`src/rtl/iodiag_pkg.sv`:
```
// Package: constants and carrier types of the I/O parameter/diagnosis block
package iodiag_pkg;

	// ************************************************
	// Widths
	// ************************************************
	localparam int unsigned CHAN_N   = 16;   // Output channels (sockets 1..8)
	localparam int unsigned HALF_N   = 8;    // Channels on sockets 1..4

	// ************************************************
	// Configuration byte and coding switch field positions
	// ************************************************
	localparam int unsigned CFG_OVL_LATCH_BIT = 0;  // Overload latch select
	localparam int unsigned CFG_DIAG_CHG_BIT  = 1;  // Change-report diagnosis
	localparam int unsigned CFG_FREEZE_BIT    = 3;  // Freeze on link failure
	localparam int unsigned SW_INPUT_BIT      = 3;  // Coding switch: inputs

	// ************************************************
	// Reset values
	// ************************************************
	localparam logic [7:0]  CFG_RST     = 8'h00;   // All defaults
	localparam logic [15:0] CHAN_RST    = 16'h0000;
	localparam logic [15:0] HALF_MASK   = 16'h00ff; // Sockets 1..4 always out

	// ************************************************
	// Start-up sequencer states
	// ************************************************
	typedef enum logic [2:0] {
		IOD_ST_PARAM  = 3'b001,  // Waiting for first parameter byte
		IOD_ST_SURVEY = 3'b010,  // Load survey at start-up
		IOD_ST_RUN    = 3'b100   // Cyclic operation
	} iod_state_t;

	// ************************************************
	// Diagnosis record: byte Z, then Z+1, Z+2
	// ************************************************
	typedef struct packed {
		logic        comm_lost;    // Byte Z bit 7
		logic [4:0]  rsvd;         // Byte Z bits 6..2, read as zero
		logic        valve_bad;    // Byte Z bit 1
		logic        sensor_ovl;   // Byte Z bit 0
		logic [15:0] chan_fault;   // Bytes Z+1, Z+2, one bit per output
	} iod_diag_t;

	localparam iod_diag_t DIAG_RST = '0;

endpackage

```
`src/rtl/iodiag_core.sv`:
```
// Module: parameter byte, output hold/clear and output diagnosis of an I/O node
`timescale 1ns/1ns
`default_nettype none

module iodiag_core
	import iodiag_pkg::*;
(
	input  wire logic              sys_clk_in,      // 25 MHz clock
	input  wire logic              rstn_in,         // Link power-up reset
	input  wire logic              cfg_valid_in,    // Parameter byte strobe
	input  wire logic [7:0]        cfg_byte_in,     // Parameter byte
	input  wire logic              link_ok_in,      // Link communication alive
	input  wire logic              out_strobe_in,   // Cyclic output data strobe
	input  wire logic [CHAN_N-1:0] out_data_in,     // Cyclic output data
	input  wire logic [3:0]        coding_switch_in,// Coding switch
	input  wire logic [CHAN_N-1:0] short_det_in,    // Raw short sense
	input  wire logic [CHAN_N-1:0] open_det_in,     // Raw open-load sense
	input  wire logic              sensor_ovl_in,   // Sensor supply overload
	input  wire logic              valve_bad_in,    // Valve supply out of range
	output logic [CHAN_N-1:0]      chan_drive_out,  // Output channel drive
	output logic [7:0]             cfg_readback_out,// Stored parameter byte
	output logic [7:0]             cfg_active_out,  // Parameters in force
	output iod_diag_t              diag_out,        // Diagnosis record
	output logic                   diag_send_out,   // Diagnosis message pulse
	output logic                   running_out      // Cyclic operation reached
);

	// ************************************************
	// State
	// ************************************************
	iod_state_t        state_r, state_nxt;          // Start-up sequencer
	logic [7:0]        cfg_store_r, cfg_store_nxt;  // Last byte received
	logic [7:0]        cfg_act_r, cfg_act_nxt;      // Byte in force
	logic [CHAN_N-1:0] drive_r, drive_nxt;          // Channel drive
	logic [CHAN_N-1:0] open_seen_r, open_seen_nxt;  // Open seen while idle
	logic [CHAN_N-1:0] sent_r, sent_nxt;            // Last reported map
	logic              ovl_r, ovl_nxt;              // Overload indication
	iod_diag_t         diag_r, diag_nxt;            // Diagnosis record
	logic              send_r, send_nxt;            // Message pulse

	// ************************************************
	// Decoded settings
	// ************************************************
	logic              freeze_mode;   // Hold outputs on link loss
	logic              chg_mode;      // Survey and change reports
	logic              ovl_latch;     // Sticky overload
	logic [CHAN_N-1:0] out_mask;      // Channels configured as outputs
	logic [CHAN_N-1:0] fault_map;     // Current per-channel faults

	// Only bits 0, 1, 3 are decoded; the rest are never looked at
	assign freeze_mode = cfg_act_r[CFG_FREEZE_BIT];
	assign chg_mode    = cfg_act_r[CFG_DIAG_CHG_BIT];
	assign ovl_latch   = cfg_act_r[CFG_OVL_LATCH_BIT];

	// Sockets 5..8 become inputs and lose their outputs
	assign out_mask = coding_switch_in[SW_INPUT_BIT] ? HALF_MASK : ~CHAN_RST;

	// ************************************************
	// Per-channel fault detection
	// ************************************************
	genvar gi;
	generate
		for (gi = 0; gi < CHAN_N; gi++) begin : g_chan
			logic short_f;  // Short while driven
			logic open_f;   // Open while idle
			// Short sense is meaningless while undriven
			assign short_f = drive_r[gi] & short_det_in[gi];
			// Open sense is meaningless while driven
			assign open_f  = ~drive_r[gi] & open_det_in[gi];
			// Change mode reports idle open at once
			// Default mode blames a missing load once driven
			assign fault_map[gi] = out_mask[gi] & (short_f |
				(chg_mode ? open_f : (drive_r[gi] & open_seen_r[gi])));
		end
	endgenerate

	// ************************************************
	// Next-state logic
	// ************************************************
	always_comb begin
		state_nxt     = state_r;
		cfg_store_nxt = cfg_store_r;
		cfg_act_nxt   = cfg_act_r;
		drive_nxt     = drive_r;
		sent_nxt      = sent_r;
		send_nxt      = 1'b0;
		// Any non-cyclic byte is kept for readback; the first also becomes the settings
		if (cfg_valid_in) begin
			cfg_store_nxt = cfg_byte_in;
		end
		// Remember an open load while the channel rests
		open_seen_nxt = (open_seen_r & drive_r) | (open_det_in & ~drive_r);
		// Overload: latched or following the cause
		ovl_nxt = sensor_ovl_in | (ovl_latch & ovl_r);
		unique case (state_r)
			IOD_ST_PARAM: begin
				drive_nxt = CHAN_RST;
				// First byte after power-up becomes the settings
				if (cfg_valid_in) begin
					cfg_act_nxt = cfg_byte_in;
					state_nxt   = cfg_byte_in[CFG_DIAG_CHG_BIT] ?
						IOD_ST_SURVEY : IOD_ST_RUN;
				end
			end
			IOD_ST_SURVEY: begin
				// Outputs idle: open sense shows missing loads
				sent_nxt  = fault_map;
				send_nxt  = 1'b1;
				state_nxt = IOD_ST_RUN;
			end
			IOD_ST_RUN: begin
				// Later bytes never touch the settings in force
				if (!link_ok_in) begin
					// Clear or freeze on link failure
					drive_nxt = freeze_mode ? drive_r : CHAN_RST;
				end else if (out_strobe_in) begin
					drive_nxt = out_data_in & out_mask;
				end
				if (chg_mode) begin
					// Message only on a change of the map
					if (fault_map != sent_r) begin
						sent_nxt = fault_map;
						send_nxt = 1'b1;
					end
				end else begin
					// Report with each output cycle
					send_nxt = out_strobe_in;
					sent_nxt = fault_map;
				end
			end
		endcase
		// Record carries the whole range every time
		diag_nxt            = DIAG_RST;
		diag_nxt.comm_lost  = ~link_ok_in;
		diag_nxt.valve_bad  = valve_bad_in;
		diag_nxt.sensor_ovl = ovl_nxt;
		diag_nxt.chan_fault = sent_nxt;
	end

	// ************************************************
	// Registers
	// ************************************************
	// Reset stands for an interruption of link power, so it is the only
	// thing that clears a latched overload or lets new settings in.
	always_ff @(posedge sys_clk_in or negedge rstn_in) begin
		if (!rstn_in) begin
			state_r     <= IOD_ST_PARAM;
			cfg_store_r <= CFG_RST;
			cfg_act_r   <= CFG_RST;
			drive_r     <= CHAN_RST;
			open_seen_r <= CHAN_RST;
			sent_r      <= CHAN_RST;
			ovl_r       <= 1'b0;
			diag_r      <= DIAG_RST;
			send_r      <= 1'b0;
		end else begin
			state_r     <= state_nxt;
			cfg_store_r <= cfg_store_nxt;
			cfg_act_r   <= cfg_act_nxt;
			drive_r     <= drive_nxt;
			open_seen_r <= open_seen_nxt;
			sent_r      <= sent_nxt;
			ovl_r       <= ovl_nxt;
			diag_r      <= diag_nxt;
			send_r      <= send_nxt;
		end
	end

	// ************************************************
	// Outputs
	// ************************************************
	assign chan_drive_out   = drive_r;
	assign cfg_readback_out = cfg_store_r;
	assign cfg_active_out   = cfg_act_r;
	assign diag_out         = diag_r;
	assign diag_send_out    = send_r;
	assign running_out      = (state_r == IOD_ST_RUN);

	// ************************************************
	// Assertions
	// ************************************************
	// All of them sleep during reset; a reset in mid-run aborts any
	// check still in flight, since reset stands for a power cut.
	short_gate_a: assert property (
		@(posedge sys_clk_in) disable iff (!rstn_in)
		(~chg_mode && state_r == IOD_ST_RUN && (~drive_r & ~open_seen_r) != 0)
		|=> ((diag_r.chan_fault & ~$past(drive_r)) == 0) || send_r == 1'b0)
		else $error("fault reported on idle channel in default mode");

	open_gate_a: assert property (
		@(posedge sys_clk_in) disable iff (!rstn_in)
		(state_r == IOD_ST_RUN && chg_mode && drive_r == out_mask &&
		 short_det_in == 16'h0000) |-> fault_map == 16'h0000)
		else $error("open load seen on a driven channel");

	clear_fail_a: assert property (
		@(posedge sys_clk_in) disable iff (!rstn_in)
		(state_r == IOD_ST_RUN && !link_ok_in && !freeze_mode)
		|=> chan_drive_out == 16'h0000)
		else $error("outputs not cleared on link failure");

	freeze_fail_a: assert property (
		@(posedge sys_clk_in) disable iff (!rstn_in)
		(state_r == IOD_ST_RUN && !link_ok_in && freeze_mode)
		|=> $stable(chan_drive_out))
		else $error("outputs not frozen on link failure");

	survey_send_a: assert property (
		@(posedge sys_clk_in) disable iff (!rstn_in)
		state_r == IOD_ST_SURVEY |=> send_r && running_out &&
			diag_r.chan_fault == $past(fault_map))
		else $error("no survey message");

	change_only_a: assert property (
		@(posedge sys_clk_in) disable iff (!rstn_in)
		(state_r == IOD_ST_RUN && chg_mode && $past(state_r) == IOD_ST_RUN)
		|-> send_r == (diag_r.chan_fault != $past(diag_r.chan_fault)))
		else $error("change report mismatch");

	ovl_auto_a: assert property (
		@(posedge sys_clk_in) disable iff (!rstn_in)
		(!ovl_latch && !sensor_ovl_in) |=> !diag_r.sensor_ovl)
		else $error("overload not cleared automatically");

	ovl_latch_a: assert property (
		@(posedge sys_clk_in) disable iff (!rstn_in)
		(ovl_latch && ovl_r) |=> ovl_r)
		else $error("latched overload dropped");

	cfg_hold_a: assert property (
		@(posedge sys_clk_in) disable iff (!rstn_in)
		state_r != IOD_ST_PARAM |=> $stable(cfg_act_r))
		else $error("settings changed without restart");

	switch_in_a: assert property (
		@(posedge sys_clk_in) disable iff (!rstn_in)
		(coding_switch_in[SW_INPUT_BIT] && state_r == IOD_ST_RUN &&
		 link_ok_in && out_strobe_in) |=> chan_drive_out[15:8] == 8'h00)
		else $error("input sockets driven");

	comm_flag_a: assert property (
		@(posedge sys_clk_in) disable iff (!rstn_in)
		!link_ok_in |=> diag_r.comm_lost && diag_r.rsvd == 5'h00)
		else $error("link loss not flagged");

	// Every byte, early or late, reaches the readback
	cfg_readback_a: assert property (
		@(posedge sys_clk_in) disable iff (!rstn_in)
		cfg_valid_in |=> cfg_readback_out == $past(cfg_byte_in))
		else $error("parameter byte not kept for readback");

	// Live link: a strobed word drives only output sockets
	data_take_a: assert property (
		@(posedge sys_clk_in) disable iff (!rstn_in)
		(state_r == IOD_ST_RUN && link_ok_in && out_strobe_in)
		|=> chan_drive_out == $past(out_data_in & out_mask))
		else $error("output data not applied");

	// Default mode: one message per output cycle, none between
	default_send_a: assert property (
		@(posedge sys_clk_in) disable iff (!rstn_in)
		(state_r == IOD_ST_RUN && !chg_mode)
		|=> diag_send_out == $past(out_strobe_in))
		else $error("default report not tied to output cycle");

	// Change mode: an idle open shows without any drive
	idle_open_a: assert property (
		@(posedge sys_clk_in) disable iff (!rstn_in)
		(state_r == IOD_ST_RUN && chg_mode)
		|-> (fault_map & ~drive_r) ==
			(open_det_in & out_mask & ~drive_r))
		else $error("idle open load not shown at once");

	// Input sockets never carry an output fault
	input_fault_a: assert property (
		@(posedge sys_clk_in) disable iff (!rstn_in)
		coding_switch_in[SW_INPUT_BIT] |-> fault_map[15:8] == 8'h00)
		else $error("fault reported on an input socket");

	// Link flag drops again once the link is back
	comm_ok_a: assert property (
		@(posedge sys_clk_in) disable iff (!rstn_in)
		link_ok_in |=> !diag_r.comm_lost)
		else $error("link loss flag stuck");

endmodule

`default_nettype wire

```
`config.mk`:
```
export PLATFORM = sky130hd
export DESIGN_NAME = iodiag_core
export DESIGN_NICKNAME = d
export VERILOG_FILES = /design/src/rtl/iodiag_pkg.sv /design/src/rtl/iodiag_core.sv
export SDC_FILE = /design/constraint.sdc
export NUM_CORES = 1
export LEC_CHECK = 0
export BUFFER_PORTS_ARGS = -buffer_cell sky130_fd_sc_hd__buf_2
export CORE_UTILIZATION = 46
export DETAILED_ROUTE_END_ITERATION = 10
export GPL_TIMING_DRIVEN = 0
export PLACE_DENSITY = 0.77
export SYNTH_ARGS = -nofsm -noshare
export SYNTH_HDL_FRONTEND = slang
export SYNTH_SLANG_ARGS = --single-unit
```
`constraint.sdc`:
```
create_clock -name sys_clk_in -period 2.29 [get_ports sys_clk_in]
set_input_delay 0.3435 -clock sys_clk_in [delete_from_list [all_inputs] [get_ports sys_clk_in]]
set_output_delay 0.3435 -clock sys_clk_in [all_outputs]
set_load 0.01 [all_outputs]
```
=== Yosys cells after proc, flatten, opt, wreduce, memory -nomap -nowiden ===
Cells that the tools add are included.

* Register bits: 71
* Input port bits: 67
* Output and inout bits: 58
* Logic and storage cells: 159

* Equal/unequal tests: 8
* Mux-type cells: 30
* Bitwise gates (word level): 104
* Reduce and logical (&&, ||, !) cells: 7

{| class="wikitable"
|+ Operators with widths
! operator !! count
|-
| $mux 16 || 6
|-
| $and 1x1->1 || 65
|-
| $pmux 16 s2 || 2
|-
| $and 16x16->16 || 3
|-
| $mux 1 || 18
|-
| $not 1->1 || 17
|-
| $or 1x1->1 || 17
|-
| $ne 16x16->1 || 1
|-
| $not 16->16 || 1
|-
| $or 16x16->16 || 1
|-
| $mux 3 || 2
|-
| $ne 3x3->1 const B || 2
|-
| $pmux 3 s2 || 1
|-
| $reduce_and 2->1 || 3
|-
| $reduce_bool 2->1 || 3
|-
| $eq 3x1->1 const B || 1
|-
| $eq 3x2->1 const B || 1
|-
| $eq 3x3->1 const B || 1
|-
| $ne 3x2->1 const B || 1
|-
| $reduce_and 3->1 || 1
|-
| $ne 2x2->1 const B || 1
|-
| $pmux 1 s2 || 1
|}

=== Logic depth before layout (Yosys ltp) ===
* Word-level depth: 9
* Depth in mapped cells: 11
* Gate-level depth less buffers: 7

=== Worst setup path before layout ===
No wires, ideal clock.

* Kind: register to register
* Start point: register cfg_act_r[1], in the netlist cfg_active_out[1]
* End point: register diag_r, in the netlist diag_out[11]
* Setup time: 0.125 ns
* Arrival time: 2.420 ns
* Path slack: -0.255 ns
* Stages on the path, launching flop included: 11
* Buffers on the path: 4
* Clock period less this slack: 2.545 ns
* Cells stage by stage: dfrtp_1 buf_4 buf_6 a21oi_1 a221oi_1 a2111oi_2 nand4_1 o41a_1 buf_2 buf_6 mux2_4

* Cells in the longest elaborated chain, start to end: 6

{| class="wikitable"
|+ RTL lines
! item !! RTL line !! RTL
|-
| start: declaration || iodiag_core.sv:33 || <nowiki>logic [7:0] cfg_act_r, cfg_act_nxt;</nowiki>
|-
| start signal: assignment || iodiag_core.sv:159 || <nowiki>cfg_act_r <= cfg_act_nxt;</nowiki>
|-
| $mux 1 || iodiag_core.sv:73 || <nowiki>(chg_mode ? open_f : (drive_r[gi] & open_seen_r[gi])));</nowiki>
|-
| $or 1x1->1 || iodiag_core.sv:72 || <nowiki>assign fault_map[gi] = out_mask[gi] & (short_f |</nowiki>
|-
| $and 1x1->1 || iodiag_core.sv:72 ||
|-
| $ne 16x16->1 / $mux 16 (equally long branches) || iodiag_core.sv:121 || <nowiki>if (fault_map != sent_r) begin</nowiki>
|-
| $ne 3x2->1 (no line) / $mux 16 (equally long branches) || n/a ||
|-
| $reduce_and 2->1 (no line) / $pmux 16 s2 (equally long branches) || n/a ||
|-
| end signal: assignment || iodiag_core.sv:164 || <nowiki>diag_r <= diag_nxt;</nowiki>
|-
| end: declaration || iodiag_core.sv:38 || <nowiki>iod_diag_t diag_r, diag_nxt;</nowiki>
|}

Parallel ways exist; a longest one is shown, timed or not. The select of a mux whose other input is x is not followed.
A chain may end at the register's enable or synchronous reset.

=== Worst setup path after layout ===
Ends and elaborated chain as after synthesis.

==> impl_metrics.yaml <==
run_status:
  violations: "negative setup slack"
  status: "finished with violations"
die:
  die_w_um: 91.3
  row_count: 32
  start_util_pct: 47.4
  io_pins: 125
  core_um2: 7730
  die_y_um: 91.3
  die_area_um2: 8330
synthesis:
  synth-simple-area-share_pct: 16.7
  synth.avg_cell_area_um2: 10.2
  synth_top_family_by_area: "simple AND/OR/NAND/NOR gates"
  syn-cell-area_um2: 3670
  yosysTopAreaCellShare_pct: 47.8
  yosysWarnings: 0
  synth_compound_area_share_pct: 15.7
  synth_ff_type: "dfrtp_1"
  synth_adder_area_share_pct: 0
  synth_area_leaders: "dfrtp_1 (48%), mux2_2 (8.0%), nand3_1 (4.2%)"
  synthDistinctLibCells: 51
  synth_mux_area_share_pct: 12.2
  synth-seq-area-share_pct: 48.5
  yosys.area_share.xor_xnor_pct: 0.478
  ys_ff_latch: 71
  synthArstFlopShare_pct: 100
  syn_inst: 361
  yosysTopAreaCell: "dfrtp_1"
  synth-edff-count: 0
routing:
  routed_wl_mm: 10.2
  drc: 0
  drtAntennaViolNets: 0
  num_vias: 3311
  drt-wirelength-per-cell_um: 16.5
  viasPerCell: 5.39
  drtIter0Drc: 222
  firstDrtPassIters: 5
sta:
  rsz0062_at_grt: "true"
  tightest_slew_ns: 0.665
  max-slew-margin-rel_pct: 55.7
  tns_ns: -4.16
  fmax_ghz: 0.388
  timing.final.crit_share_pct: 112
  min_period_ns: 2.58
  finalWorstSetupSlack_ns: -0.285
  finalHoldViolations: 0
  setup_viol: 16
  slew_violations: 0
  finalClockSkew_ns: 0.0149
clocking:
  cts_buffer_depth: 2
  cts_tree: "yes"
  path_clk_slew_ns: 0.08
  h-tree-depth: 3
  root_buffer: "clkbuf_8"
  clock-sinks: 71
  clock_latency_ns: 0.35
  cts_buffers: 9
layout:
  drive_gt1_share_pct: 44.9
  final_common_cell: "buf_2"
  mostFrequentLayoutCells: "buf_2 (115), dfrtp_1 (67), nand2_1 (30), nand3_1 (30), mux2_2 (26)"
  antennaDiodeCount: 0
  fin_nets: 574
  synthToLayoutAreaGrowth_pct: 35.1
pwr:
  power.density_nw_per_um2: 683
  vdd_drop_max_v: 0.000341
  p_leak_uw: 0.00246
flow_run:
  max_cap_violations: 0
hold_path:
  hold_path.class: "in2reg"
grt:
  grt_pass1_vias: 3398
  grt_max_degree: 72
  gr-usage-all-layers_pct: 25.1
  grt_pass1_wl_mm: 16.3
  antenna_found_initial: 0
  grt_overflow: 0
critical_path:
  cp_data_required_time_ns: 2.52
  path_class: "reg2reg"
  endpoint_kind: "flop"
  ff2ff_setup_slack_ns: -0.29
  startpoint_type: "flop"
  crit_arrival_ns: 2.81
  crit_fanout: 10
placed_design:
  place_ws_ns: -0.499
  hpwl_mm: 6.95
  place_congestion: 0.834
  io_buffer_count: 115
==> cell type report <==
cell class | instances | area [µm²]
Fill cell | 640 | 2780
Multi-Input combinational cell | 248 | 1810
Sequential cell | 71 | 1780
Timing Repair Buffer | 131 | 746
Buffer | 20 | 168
Clock buffer | 10 | 138
Tap cell | 102 | 128
Inverter | 26 | 97.6
Clock inverter | 6 | 83.8
==> timing repair <==
action                                  CTS  global route
hold buffers                              0             1
endpoints found under the setup margin   16            16
cloned                                    1             0
hold endpoints to repair                  0             2
setup buffers                             7             5
gates resized for setup                  24            14
pin swaps                                 5             7
==> logic make-up (layout without fill, tap and decap cells) <==
group           after synthesis  count (layout)
other cells                   1               5
xor+xnor                      2               2
mux                          37              37
compound gates               87              87
flops                        71              71
buf+inv                      46             193
simple gates                117             117
==> layer usage <==
metal / vias to the layer above / share of wire [%] / track usage [%]
met4: 0 / 1.6 / 9.52
met2: 115 / 50 / 42.7
met5: - / 0 / 0
li1: 1559 / - / -
met1: 1625 / 42 / 30.7
met3: 12 / 5.9 / 6.37
==> through the flow <==
stage / hold slack, ns / instances / area, µm² / power, µW / util (%)
after floorplan: 0.0479 / 365 / 3700 / 1880 / -
after global placement: 0.454 / 582 / 4410 / 2140 / 57.0
after detailed placement: 0.382 / 584 / 4450 / 2170 / 57.6
after CTS: 0.00623 / 608 / 4850 / 3360 / 62.7
after global routing: 0.0910 / 614 / 4950 / 3530 / 64.1
final: 0.103 / 614 / 4950 / 3380 / 64.1
==> worst paths after layout <==
path,startpoint,to,depth (start not counted)
max,cfg_active_out[1],diag_out[11],10
min,valve_bad_in,diag_out[17],1
max reg2reg,cfg_active_out[1],diag_out[11],10
min reg2reg,flop,flop,2
max in group asynchronous,rstn_in,state_r[0],3
min in group asynchronous,rstn_in,chan_drive_out[13],3
==> power by group <==
group | switching [µW] | leakage [µW] | internal [µW]
clock | 490 | 0.000116 | 640
sequential | 114 | 0.000883 | 1370
combinational | 381 | 0.00146 | 387
total | 985 | 0.00246 | 2400
==> cell usage after synthesis, drive strengths merged (2+ instances only) <==
cell type  instances
a2111oi            3
or2                2
nand2b             7
nand2             30
nor2               6
mux2              35
o311ai             2
inv               26
nor3b              3
buf               14
o211ai             3
a21o              13
nand4              2
o22ai              2
nand3             31
o21a               3
mux2i              2
and2               2
o31ai              2
a221oi             3
a211oi             2
dfrtp             70
a21oi             13
and3               5
nor2b             23
o21ai             35
clkbuf             6
nor3               2
==> worst max-delay path: stages (launching register included) <==
cell and delay (ns):
dfrtp_2 0.45, buf_8 0.17, buf_8 0.16, buf_8 0.16, a21oi_1 0.10, a221oi_2 0.30, nand4_1 0.19, o41a_1 0.37
buf_6 0.13, buf_12 0.14, mux2_4 0.30
No activity file was read; power rests on OpenSTA's default activity.
